**config.mk**
```make
export PLATFORM = sky130hd
export DESIGN_NAME = energy_accum
export DESIGN_NICKNAME = d
export VERILOG_FILES = /design/src/energy_accum_pkg.sv /design/src/energy_accum.sv
export SDC_FILE = /design/constraint.sdc
export NUM_CORES = 2
export LEC_CHECK = 0
export ABC_CLOCK_PERIOD_IN_PS = 23700
export BUFFER_PORTS_ARGS = -buffer_cell sky130_fd_sc_hd__clkbuf_2
export CORE_MARGIN = 2
export CORE_UTILIZATION = 60
export DETAILED_ROUTE_END_ITERATION = 8
export HOLD_SLACK_MARGIN = 0.15
export PLACE_DENSITY = 0.85
export SLEW_MARGIN = 40
export SYNTH_ARGS = -nofsm -noshare
export SYNTH_HDL_FRONTEND = slang
export SYNTH_SLANG_ARGS = --single-unit
export TNS_END_PERCENT = 100
```
**constraint.sdc**
```tcl
create_clock -name clk -period 23.7 [get_ports clk]
set_clock_uncertainty 0.2 [all_clocks]
set_input_delay 4.74 -clock clk [delete_from_list [all_inputs] [get_ports clk]]
set_output_delay 4.74 -clock clk [all_outputs]
set_load 0.02 [all_outputs]
```
**src/energy_accum_pkg.sv**
```systemverilog
package energy_accum_pkg;

  // ==========================================================
  // Register map (byte addresses)
  localparam logic [7:0] ADDR_LINE_ACTIVE_ENERGY = 8'h04;
  localparam logic [7:0] ADDR_HALF_CYCLE_COUNT = 8'h1c;
  localparam logic [7:0] ADDR_MODE = 8'h20;
  localparam logic [7:0] ADDR_IRQ_ENABLE = 8'h24;
  localparam logic [7:0] ADDR_IRQ_STATUS = 8'h28;
  localparam logic [7:0] ADDR_APPARENT_GAIN = 8'h2c;
  localparam logic [7:0] ADDR_APPARENT_ENERGY = 8'h30;
  localparam logic [7:0] ADDR_LINE_REACTIVE_ENERGY = 8'h34;

  // ==========================================================
  // Field positions
  localparam int MODE_CYC_BIT = 7;
  localparam int MODE_POS_ONLY_BIT = 15;
  localparam int ST_CYCLE_DONE_BIT = 2;
  localparam int ST_WENT_POS_BIT = 3;
  localparam int ST_WENT_NEG_BIT = 4;

  // ==========================================================
  // Widths and reset values
  localparam int DATA_W = 32;
  localparam int ENERGY_W = 24;
  localparam int POWER_W = 24;
  localparam int APP_ACC_W = 52;
  localparam int GAIN_W = 12;
  localparam int HALF_W = 16;
  localparam logic [15:0] MODE_RESET = 16'h0000;
  localparam logic [15:0] HALF_CYCLE_RESET = 16'hffff;

  // ==========================================================
  // Timing: one accumulation every four master clock periods
  localparam int ACC_PERIOD = 4;
  localparam logic [1:0] ACC_DIV_LAST = 2'(ACC_PERIOD - 1);

  // No-load threshold, 0.001 percent of full scale (2^23 / 100000)
  localparam logic [23:0] NO_LOAD_THRESHOLD = 24'h000054;

  // Sample stream from the signal path
  typedef struct packed {
    logic signed [23:0] active;
    logic signed [23:0] reactive;
    logic [23:0] i_rms;
    logic [23:0] v_rms;
  } samples_s;

  // Register bus request
  typedef struct packed {
    logic [7:0] addr;
    logic [31:0] wdata;
    logic wr;
    logic rd;
  } reg_req_s;

endpackage

```
**src/energy_accum.sv**
```systemverilog
`timescale 1ns/1ps
// Functional notes
// - Mode register bit 7 set selects line-cycle accumulation
// - Line mode sums active power between voltage zero crossings
// - Half-cycle count per period comes from 16-bit register
// - Period end sets line-cycle-done flag, status bit 2
// - Enabled line-cycle-done flag pulls interrupt request low
// - New period starts right after each one while mode set
// - Mode bit 15 accumulates positive active power only, off at reset
// - Power sign change sets went-positive or went-negative flag, interrupt
// - No active energy accumulation while active power magnitude below no-load threshold
// - Reactive power is plus-ninety shifted current times voltage, filtered
// - Reactive power accumulated over same half cycles with done flag
// - Apparent power is current RMS times voltage RMS, no offset
// - Apparent power scaled by one plus signed gain over 4096
// - 52-bit apparent accumulator, upper 24 bits readable
// - Accumulators add one sample every four clock periods
// - Apparent power added as signed two's complement
// - Apparent energy wraps from positive full scale to negative
module energy_accum (
  input wire logic clk,
  input wire logic rstn,
  input wire energy_accum_pkg::reg_req_s req,
  output logic [31:0] rdata,
  input wire energy_accum_pkg::samples_s smp,
  input wire logic zero_cross,
  output logic irq_n
);
  import energy_accum_pkg::*;

  // ==========================================================
  // Registers
  logic [15:0] mode_q;
  logic [15:0] half_cycle_count_q;
  logic [4:0] irq_enable_q;
  logic [4:0] irq_status_q;
  logic [11:0] apparent_gain_q;
  logic [23:0] line_active_energy_q;
  logic [23:0] line_reactive_energy_q;
  logic signed [47:0] line_active_acc_q;
  logic signed [47:0] line_reactive_acc_q;
  logic signed [51:0] app_acc_q;
  logic [1:0] div_q;
  logic acc_tick;
  logic zc_meta_q, zc_sync_q, zc_prev_q;
  logic [1:0] zc_fill_q;
  logic signed [51:0] app_sum;
  logic zc_edge;
  logic [15:0] half_left_q;
  logic cycle_done;
  logic sign_q;
  logic went_pos, went_neg;
  logic active_loaded;
  logic signed [47:0] active_ext;
  logic signed [47:0] reactive_ext;
  logic [47:0] app_raw;
  logic signed [61:0] app_scaled;
  logic signed [51:0] app_add;
  logic [23:0] act_mag;
  logic cyc_mode, pos_only;

  assign cyc_mode = mode_q[MODE_CYC_BIT];
  assign pos_only = mode_q[MODE_POS_ONLY_BIT];

  // ==========================================================
  // Accumulation tick every four master clock periods
  always_ff @(posedge clk or negedge rstn) begin
    if (!rstn) begin
      div_q <= 2'h0;
    end else if (div_q == ACC_DIV_LAST) begin
      div_q <= 2'h0;
    end else begin
      div_q <= div_q + 2'h1;
    end
  end
  assign acc_tick = (div_q == ACC_DIV_LAST);

  // ==========================================================
  // Zero-crossing pin synchroniser and edge detect
  always_ff @(posedge clk or negedge rstn) begin
    if (!rstn) begin
      zc_meta_q <= 1'b0;
      zc_sync_q <= 1'b0;
      zc_prev_q <= 1'b0;
    end else begin
      zc_meta_q <= zero_cross;
      zc_sync_q <= zc_meta_q;
      zc_prev_q <= zc_sync_q;
    end
  end
  // Edge detect stays quiet until the synchroniser holds the real pin level
  always_ff @(posedge clk or negedge rstn) begin
    if (!rstn) begin
      zc_fill_q <= 2'h0;
    end else if (!(&zc_fill_q)) begin
      zc_fill_q <= zc_fill_q + 2'h1;
    end
  end
  // Both edges are voltage zero crossings, one half cycle each
  assign zc_edge = (&zc_fill_q) && (zc_sync_q ^ zc_prev_q);

  // ==========================================================
  // Half-cycle counter, reloads at each period end
  always_ff @(posedge clk or negedge rstn) begin
    if (!rstn) begin
      half_left_q <= HALF_CYCLE_RESET;
    end else if (!cyc_mode) begin
      half_left_q <= half_cycle_count_q;
    end else if (zc_edge) begin
      if (half_left_q <= 16'h0001) begin
        half_left_q <= half_cycle_count_q;
      end else begin
        half_left_q <= half_left_q - 16'h0001;
      end
    end
  end
  assign cycle_done = cyc_mode && zc_edge && (half_left_q <= 16'h0001);

  // ==========================================================
  // Active power path: no-load gate and positive-only filter
  assign act_mag = smp.active[23] ? 24'(-smp.active) : smp.active;
  assign active_loaded = (act_mag >= NO_LOAD_THRESHOLD)
                         && !(pos_only && smp.active[23]);
  assign active_ext = active_loaded ? 48'(smp.active) : 48'sh0;
  // Reactive input is the filtered product of shifted current and voltage
  assign reactive_ext = 48'(smp.reactive);

  // Line energy accumulators; period result latched at period end
  always_ff @(posedge clk or negedge rstn) begin
    if (!rstn) begin
      line_active_acc_q <= 48'sh0;
      line_reactive_acc_q <= 48'sh0;
      line_active_energy_q <= 24'h0;
      line_reactive_energy_q <= 24'h0;
    end else if (cycle_done) begin
      // First period after enabling starts mid-cycle, so software drops it
      line_active_energy_q <= line_active_acc_q[47:24];
      line_reactive_energy_q <= line_reactive_acc_q[47:24];
      line_active_acc_q <= 48'sh0;
      line_reactive_acc_q <= 48'sh0;
    end else if (cyc_mode && acc_tick) begin
      line_active_acc_q <= line_active_acc_q + active_ext;
      line_reactive_acc_q <= line_reactive_acc_q + reactive_ext;
    end else if (!cyc_mode) begin
      line_active_acc_q <= 48'sh0;
      line_reactive_acc_q <= 48'sh0;
    end
  end

  // ==========================================================
  // Apparent power: RMS product scaled by gain, signed accumulation
  assign app_raw = smp.i_rms * smp.v_rms;
  // Factor held in 14 bits so that one plus the largest gain cannot wrap negative
  assign app_scaled = 62'($signed({1'b0, app_raw[47:24]})) *
                      62'($signed({{2{apparent_gain_q[11]}}, apparent_gain_q} + 14'h1000));
  assign app_add = 52'(app_scaled >>> GAIN_W);
  // Plain two's complement sum, wraps from positive full scale to negative
  assign app_sum = app_acc_q + app_add;

  always_ff @(posedge clk or negedge rstn) begin
    if (!rstn) begin
      app_acc_q <= 52'sh0;
    end else if (acc_tick) begin
      app_acc_q <= app_sum;
    end
  end

  // ==========================================================
  // Power sign tracking
  always_ff @(posedge clk or negedge rstn) begin
    if (!rstn) begin
      sign_q <= 1'b0;
    end else if (acc_tick && act_mag >= NO_LOAD_THRESHOLD) begin
      sign_q <= smp.active[23];
    end
  end
  assign went_pos = acc_tick && (act_mag >= NO_LOAD_THRESHOLD) && sign_q && !smp.active[23];
  assign went_neg = acc_tick && (act_mag >= NO_LOAD_THRESHOLD) && !sign_q && smp.active[23];

  // ==========================================================
  // Software registers
  always_ff @(posedge clk or negedge rstn) begin
    if (!rstn) begin
      mode_q <= MODE_RESET;
      half_cycle_count_q <= HALF_CYCLE_RESET;
      irq_enable_q <= 5'h00;
      apparent_gain_q <= 12'h000;
    end else if (req.wr) begin
      unique case (req.addr)
        ADDR_MODE: mode_q <= req.wdata[15:0];
        ADDR_HALF_CYCLE_COUNT: half_cycle_count_q <= req.wdata[15:0];
        ADDR_IRQ_ENABLE: irq_enable_q <= req.wdata[4:0];
        ADDR_APPARENT_GAIN: apparent_gain_q <= req.wdata[11:0];
        default: ;
      endcase
    end
  end

  // Sticky status, write one to clear, hardware set wins
  always_ff @(posedge clk or negedge rstn) begin
    if (!rstn) begin
      irq_status_q <= 5'h00;
    end else begin
      for (int b = 0; b < 5; b++) begin
        if ((b == ST_CYCLE_DONE_BIT && cycle_done) ||
            (b == ST_WENT_POS_BIT && went_pos) ||
            (b == ST_WENT_NEG_BIT && went_neg)) begin
          irq_status_q[b] <= 1'b1;
        end else if (req.wr && req.addr == ADDR_IRQ_STATUS && req.wdata[b]) begin
          irq_status_q[b] <= 1'b0;
        end
      end
    end
  end

  // Interrupt request, active low, registered
  always_ff @(posedge clk or negedge rstn) begin
    if (!rstn) begin
      irq_n <= 1'b1;
    end else begin
      irq_n <= ~|(irq_status_q & irq_enable_q);
    end
  end

  // Read data, one cycle after read strobe; unmapped reads zero
  always_ff @(posedge clk or negedge rstn) begin
    if (!rstn) begin
      rdata <= 32'h0;
    end else if (req.rd) begin
      unique case (req.addr)
        ADDR_LINE_ACTIVE_ENERGY: rdata <= {8'h00, line_active_energy_q};
        ADDR_HALF_CYCLE_COUNT: rdata <= {16'h0000, half_cycle_count_q};
        ADDR_MODE: rdata <= {16'h0000, mode_q};
        ADDR_IRQ_ENABLE: rdata <= {27'h0, irq_enable_q};
        ADDR_IRQ_STATUS: rdata <= {27'h0, irq_status_q};
        ADDR_APPARENT_GAIN: rdata <= {20'h0, apparent_gain_q};
        ADDR_APPARENT_ENERGY: rdata <= {8'h00, app_acc_q[51:28]};
        ADDR_LINE_REACTIVE_ENERGY: rdata <= {8'h00, line_reactive_energy_q};
        default: rdata <= 32'h0;
      endcase
    end else begin
      rdata <= 32'h0;
    end
  end

  // ==========================================================
  // Assertions
  // Tick divider
  a_tick_spacing: assert property (@(posedge clk) disable iff (!rstn)
    acc_tick |=> !acc_tick [*3] ##1 acc_tick)
    else $error("tick spacing wrong");
  a_app_hold: assert property (@(posedge clk) disable iff (!rstn)
    !acc_tick |=> $stable(app_acc_q))
    else $error("apparent changed off tick");

  // ==========================================================
  // Half-cycle counting and period end
  a_mode_off_idle: assert property (@(posedge clk) disable iff (!rstn)
    !cyc_mode |=> line_active_acc_q == 48'sh0)
    else $error("line sum kept without mode");
  a_reload_count: assert property (@(posedge clk) disable iff (!rstn)
    cycle_done |=> half_left_q == $past(half_cycle_count_q))
    else $error("count not reloaded");
  a_count_down: assert property (@(posedge clk) disable iff (!rstn)
    cyc_mode && zc_edge && !cycle_done && !(req.wr && req.addr == ADDR_MODE)
    |=> half_left_q == $past(half_left_q) - 16'h0001) else $error("half count wrong");
  a_count_load: assert property (@(posedge clk) disable iff (!rstn)
    !cyc_mode |=> half_left_q == $past(half_cycle_count_q))
    else $error("count not loaded");
  a_zc_prime: assert property (@(posedge clk) disable iff (!rstn)
    !(&zc_fill_q) |-> !zc_edge)
    else $error("edge before synchroniser filled");
  a_count_write: assert property (@(posedge clk) disable iff (!rstn)
    req.wr && req.addr == ADDR_HALF_CYCLE_COUNT |=> half_cycle_count_q == $past(req.wdata[15:0]))
    else $error("count write lost");
  a_mode_write: assert property (@(posedge clk) disable iff (!rstn)
    req.wr && req.addr == ADDR_MODE |=> mode_q == $past(req.wdata[15:0]))
    else $error("mode write lost");

  // ==========================================================
  // Line energy accumulation
  a_line_latch: assert property (@(posedge clk) disable iff (!rstn)
    cycle_done |=> line_active_energy_q == $past(line_active_acc_q[47:24]) && line_active_acc_q == 48'sh0)
    else $error("line energy not latched");
  a_line_energy_hold: assert property (@(posedge clk) disable iff (!rstn)
    !cycle_done |=> $stable(line_active_energy_q))
    else $error("line energy moved mid period");
  a_line_hold: assert property (@(posedge clk) disable iff (!rstn)
    cyc_mode && !cycle_done && !acc_tick |=> $stable(line_active_acc_q))
    else $error("line sum moved off tick");
  a_reactive_latch: assert property (@(posedge clk) disable iff (!rstn)
    cycle_done |=> line_reactive_energy_q == $past(line_reactive_acc_q[47:24]))
    else $error("reactive energy not latched");
  a_reactive_add: assert property (@(posedge clk) disable iff (!rstn)
    cyc_mode && acc_tick && !cycle_done |=> line_reactive_acc_q == $past(line_reactive_acc_q) + $past(reactive_ext))
    else $error("reactive add wrong");
  a_pos_only: assert property (@(posedge clk) disable iff (!rstn)
    pos_only && smp.active[23] |-> active_ext == 48'sh0)
    else $error("negative accumulated");
  a_no_load: assert property (@(posedge clk) disable iff (!rstn)
    act_mag < NO_LOAD_THRESHOLD |-> active_ext == 48'sh0)
    else $error("creep accumulated");

  // ==========================================================
  // Apparent energy
  a_app_add: assert property (@(posedge clk) disable iff (!rstn)
    acc_tick |=> app_acc_q == $past(app_acc_q) + $past(app_add))
    else $error("apparent add wrong");
  a_gain_unity: assert property (@(posedge clk) disable iff (!rstn)
    apparent_gain_q == 12'h000 |-> app_add == 52'(app_raw[47:24]))
    else $error("unity gain scaled");
  a_app_wrap: assert property (@(posedge clk) disable iff (!rstn)
    acc_tick && !app_acc_q[51] && !app_add[51] && app_sum[51] |=> app_acc_q[51])
    else $error("apparent did not wrap");
  a_app_read: assert property (@(posedge clk) disable iff (!rstn)
    req.rd && req.addr == ADDR_APPARENT_ENERGY |=> rdata == {8'h00, $past(app_acc_q[51:28])})
    else $error("apparent read wrong");

  // ==========================================================
  // Status flags and interrupt request
  a_done_sets_flag: assert property (@(posedge clk) disable iff (!rstn)
    cycle_done |=> irq_status_q[ST_CYCLE_DONE_BIT])
    else $error("done flag not set");
  a_status_sticky: assert property (@(posedge clk) disable iff (!rstn)
    irq_status_q[ST_CYCLE_DONE_BIT] && !(req.wr && req.addr == ADDR_IRQ_STATUS && req.wdata[ST_CYCLE_DONE_BIT])
    |=> irq_status_q[ST_CYCLE_DONE_BIT]) else $error("done flag dropped");
  a_status_clear: assert property (@(posedge clk) disable iff (!rstn)
    req.wr && req.addr == ADDR_IRQ_STATUS && req.wdata[ST_CYCLE_DONE_BIT] && !cycle_done
    |=> !irq_status_q[ST_CYCLE_DONE_BIT]) else $error("done flag not cleared");
  a_done_irq: assert property (@(posedge clk) disable iff (!rstn)
    cycle_done && irq_enable_q[ST_CYCLE_DONE_BIT] |=> ##1 !irq_n)
    else $error("irq not low");
  a_irq_idle: assert property (@(posedge clk) disable iff (!rstn)
    !(|(irq_status_q & irq_enable_q)) |=> irq_n)
    else $error("irq low without cause");
  a_sign_flags: assert property (@(posedge clk) disable iff (!rstn)
    went_neg |=> irq_status_q[ST_WENT_NEG_BIT])
    else $error("neg flag not set");
  a_went_pos_flag: assert property (@(posedge clk) disable iff (!rstn)
    went_pos |=> irq_status_q[ST_WENT_POS_BIT])
    else $error("pos flag not set");
  a_sign_irq: assert property (@(posedge clk) disable iff (!rstn)
    went_pos && irq_enable_q[ST_WENT_POS_BIT] |=> ##1 !irq_n)
    else $error("sign irq not low");
  a_no_load_sign: assert property (@(posedge clk) disable iff (!rstn)
    act_mag < NO_LOAD_THRESHOLD |=> sign_q == $past(sign_q))
    else $error("sign moved below threshold");

  // Main scenarios
  c_cycle_done: cover property (@(posedge clk) disable iff (!rstn) cycle_done);
  c_went_pos: cover property (@(posedge clk) disable iff (!rstn) went_pos);
  c_went_neg: cover property (@(posedge clk) disable iff (!rstn) went_neg);
  c_pos_only_drop: cover property (@(posedge clk) disable iff (!rstn) acc_tick && pos_only && smp.active[23]);
  c_irq_low: cover property (@(posedge clk) disable iff (!rstn) !irq_n);

endmodule // energy_accum

```
## Word level (Yosys, flattened, before mapping)

Cells that the tools add are included.

| cells by class | value |
|---|---|
| $add $sub $neg | 8 |
| multipliers | 2 |
| magnitude comparators | 2 |
| equality and inequality tests | 11 |
| multiplexer cells | 19 |
| bitwise operators | 2 |
| reductions and logical operators | 28 |

Operators with widths:

| kind | number |
|---|---|
| $mux 48 | 6 |
| $pmux 24 s8 | 1 |
| $add 52x27->52 | 1 |
| $add 48x24->48 | 1 |
| $add 48x48->48 | 1 |
| $eq 8x6->1 const B | 6 |
| $mul 24x24->48 | 1 |
| $mux 16 | 3 |
| $mux 24 | 2 |
| $mul 25x14->39 | 1 |
| $ge 24x7->1 const B | 1 |
| $neg 24->24 | 1 |
| $le 16x1->1 const B | 1 |
| $sub 16x1->16 const B | 1 |
| $logic_and 1x1->1 | 15 |
| $add 14x13->14 const B | 1 |
| $reduce_and 2->1 | 5 |
| $eq 8x3->1 const B | 1 |
| $eq 8x5->1 const B | 1 |
| $mux 1 | 6 |
| $reduce_bool 2->1 | 3 |
| $and 5x5->5 | 1 |
| $reduce_or 5->1 | 1 |
| $add 2x1->2 const B | 2 |
| other kinds (6) | 9 |

| storage, ports and cells | value |
|---|---|
| flip-flop bits (word level) | 297 |
| input bits | 141 |
| output and inout port bits | 33 |

## Logic depth before layout (Yosys ltp)

| logic depth | value |
|---|---|
| word-level depth | 8 |
| gate-level depth with buffers | 68 |

## Worst setup path before layout

No wires, ideal clock.

| timing | value |
|---|---|
| path kind | input-to-reg |
| from | in smp[3] (netlist name) |
| to | reg app_acc_q[48] |
| arrival time | 20.160 ns |
| setup slack | 3.215 ns |
| stages | 63 |
| path buffers | 4 |
| cell sequence | clkbuf_1 nand2_1 fa_1 inv_1 fa_1 inv_1 fa_1 inv_1 fa_1 fa_1 fa_1 inv_1 fa_1 inv_1 ha_1 a21oi_1 o21a_1 o21ai_0 (+27 left out) o211ai_1 a21oi_1 a31oi_4 xnor2_1 ha_1 clkbuf_1 a21oi_1 nand2_1 o31a_1 a21oi_1 o21ai_0 a2111o_1 a31oi_4 o31a_4 o21ai_4 a31oi_4 xnor2_1 mux2_4 |

| between the ends | value |
|---|---|
| cells in the longest elaborated chain, start to end | 3 |

RTL lines:

| what | RTL line | source |
|---|---|---|
| start, declared | energy_accum.sv:25 | `input wire energy_accum_pkg::samples_s smp,` |
| $mul 24x24->48 | energy_accum.sv:152 | `assign app_raw = smp.i_rms * smp.v_rms;` |
| $mul 25x14->39 | energy_accum.sv:154 | `assign app_scaled = 62'($signed({1'b0, app_raw[47:24]})) *` |
| $add 52x27->52 | energy_accum.sv:158 | `assign app_sum = app_acc_q + app_add;` |
| end signal, assigned | energy_accum.sv:164 | `app_acc_q <= app_sum;` |
| end, declared | energy_accum.sv:42 | `logic signed [51:0] app_acc_q;` |

No other way between the ends.
A chain may end at the register's enable or synchronous reset.

## Worst setup path after layout

| timing | value |
|---|---|
| from | in smp[40] (netlist name) |
| to | reg app_acc_q[48] |

Same word-level chain as after synthesis.

==> results_dict.tcl <==
set metrics [dict create \
    fin_crit_ns 21.28 \
    wl_per_cell_um 18.9 \
    outcome "complete, no violations" \
    via_count 38800 \
    ys_warn_count 0 \
    netlist_area_um2 48800 \
    r2r_slack_ns 13.67 \
    end_kind "register" \
    die_y_um 289 \
    synth_seq_cells 297 \
    drtIter0Drc 3064 \
    htree_levels 2 \
    drcViolationCount 0 \
    grt_start_max_net_pins 93 \
    hold_viol_final 0 \
    r2r_end "app_acc_q[48]$_DFFE_PN0P_" \
    syn_inst 5429 \
    maxCapViolations 0 \
    setup_violations 0 \
    firstDrtPassIters 8 \
    cp_max_fo 24 \
    fin_crit_sh 0.898 \
    avgSynthCellArea_um2 8.99 \
    crit-reg2reg-launch "apparent_gain_q[2]$_DFFE_PN0P_" \
    timing.critical_path.from_type "input pin" \
    areaGrowthSynthToFinish_pct 5.84 \
    gr-usage-all-layers 0.302 \
    worstPathArrival_ns 21.52 \
    die_w_um 289 \
    ant_nets 0 \
    synthArstFlopShare 1.00 \
    setup_tns_ns 0 \
    io_pins 174 \
    relSlewSlack 0.409 \
    dpl.hpwl_um 92200 \
    die_area_um2 83600 \
    io_buffers 149 \
    tritoncts "built" \
    wirelength_um 123000 \
    synth_ff_type "dfrtp_1" \
    core_area_um2 80500 \
    cts-resized-gates 0 \
    synthDistinctLibCells 89 \
    r2r_cells 35 \
    fmax_ghz 0.0470 \
    hold_class "reg -> reg" \
    critPathRequiredTime_ns 23.93 \
    final_common_cell "inv_1" \
    drive_above_1_share 0.0835 \
    path_common_cell "fa_1" \
    grt_pass1_vias 41100 \
    grt_overflow_total 0 \
    cts.clk_slew.worst_paths_ns 0.06 \
    fin_nets 6726 \
    cts_sinks 297 \
    cpPeakStageDelay_ns 0.54 \
    seq_area_frac_synth 0.153 \
    rsz0062_at_grt "false" \
    slew_viol_final 0 \
    layout.cells.most_common_list "inv_1, fa_1, nand2_1, and2_1, ha_1" \
    critPathCapture "app_acc_q[48]$_DFFE_PN0P_" \
    cpMaxStageDelayCell "fa_1" \
    cts_buffers 34 \
    synth-edff-count 0 \
    path_class "in -> reg" \
    crit_start "smp[40]" \
    initial_core_util 0.606 \
    cts_setup_buffers 0 \
    clockRootBuffer "clkbuf_16" \
    place.gp.congestion 0.926 \
    cts_hold_buf 0 \
    grt_pass1_wl_um 202000 \
    rows 104 \
    antenna_found_initial 4 \
    tightest_slew_ns 0.880 \
    clock_latency_ns 0.56 \
    clockBufferDepth 3 \
    via_per_inst 5.96 \
]
## critical path: cells and delay by family
kind / cells / cell delay, ns
buffers and inverters: 12 / 1.22
AO/OA/AOI/OAI: 26 / 5.77
AND/OR/NAND/NOR: 7 / 1.68
multiplexers: 1 / 0.26
XOR/XNOR: 2 / 0.26
adder cells (fa/ha/maj): 16 / 7.56
## metrics by stage
step	utilization	worst slack (ns)	area, um2	cells	hold slack, ns
after floorplan	-	3.21	48900	5452	0.131
after global placement	0.625	2.32	50300	6444	0.139
after detailed placement	0.626	2.20	50400	6444	0.141
after CTS	0.641	2.68	51600	6506	0.155
after global routing	0.641	1.68	51600	6507	0.155
final	0.641	2.42	51600	6507	0.151
## logic make-up after synthesis
family,count (synthesis),share of synthesized area
compound gates,833,0.112
buf+inv,1092,0.0848
simple gates,1688,0.170
fa+ha+maj,1165,0.409
xor+xnor,176,0.0319
mux,176,0.0391
flops,297,0.153
other cells,2,0.000154
## cells in the mapped netlist, drive strengths merged (10+ instances only)
cell	count	area, um2
inv	832	3120
fa	715	14300
nand2	679	2550
and2	514	3220
ha	450	5630
dfrtp	264	6610
a21oi	244	1220
clkbuf	242	908
nor2	201	754
o21ai	157	797
a21o	123	923
mux2	115	1300
xnor2	114	998
nand3	63	315
mux2i	61	611
nor3	61	310
xor2	61	534
a31oi	40	295
o21bai	39	304
nand4	34	213
dfstp	33	867
a211oi	31	238
and3	29	181
nor2b	27	169
o21a	27	203
a22oi	24	180
nand2b	21	131
a222oi	20	200
buf	18	106
or3	18	118
a211o	12	105
o211ai	11	82.6
o31a	11	105
a21boi	10	75.1
nor4	10	68.8
o31ai	10	75.1
## state kept, by name, summed over array words and instances, names as in the netlist, 24 cells and up
name                    flops
line_reactive_acc_q        48
line_reactive_energy_q     24
line_active_acc_q          48
line_active_energy_q       24
app_acc_q                  52
rdata                      24
## layout make-up
cell class                      count  area, um2
Multi-Input combinational cell   4063      37400
Fill cell                        6290      28900
Sequential cell                   297       7480
Inverter                          832       3120
Tap cell                         1060       1330
Timing Repair Buffer              192       1090
Clock buffer                       45        993
Clock inverter                     17        206
Antenna cell                        1       2.50
## metal layers
metal,up-vias,share of wire,track usage
li1,17400,-,-
met3,468,0.079,0.0546
met2,1648,0.50,0.524
met5,-,0.00014,0
met1,19300,0.37,0.361
met4,2,0.049,0.147
## worst min-delay path by stage
stage | startpoint | depth (start not counted) | to | slack, ns
3_5_place_dp | zc_meta_q$_DFF_PN0_ | 0 | zc_sync_q$_DFF_PN0_ | 0.14
5_1_grt | zc_meta_q$_DFF_PN0_ | 0 | zc_sync_q$_DFF_PN0_ | 0.16
3_3_place_gp | zc_meta_q$_DFF_PN0_ | 0 | zc_sync_q$_DFF_PN0_ | 0.14
6_report | zc_meta_q$_DFF_PN0_ | 0 | zc_sync_q$_DFF_PN0_ | 0.15
4_1_cts | zc_meta_q$_DFF_PN0_ | 0 | zc_sync_q$_DFF_PN0_ | 0.15
2_1_floorplan | zc_meta_q$_DFF_PN0_ | 0 | zc_sync_q$_DFF_PN0_ | 0.13
Power is left out: the tool's default activity adds up to more than one toggle a clock period on the data nets, which glitch-free logic cannot reach.
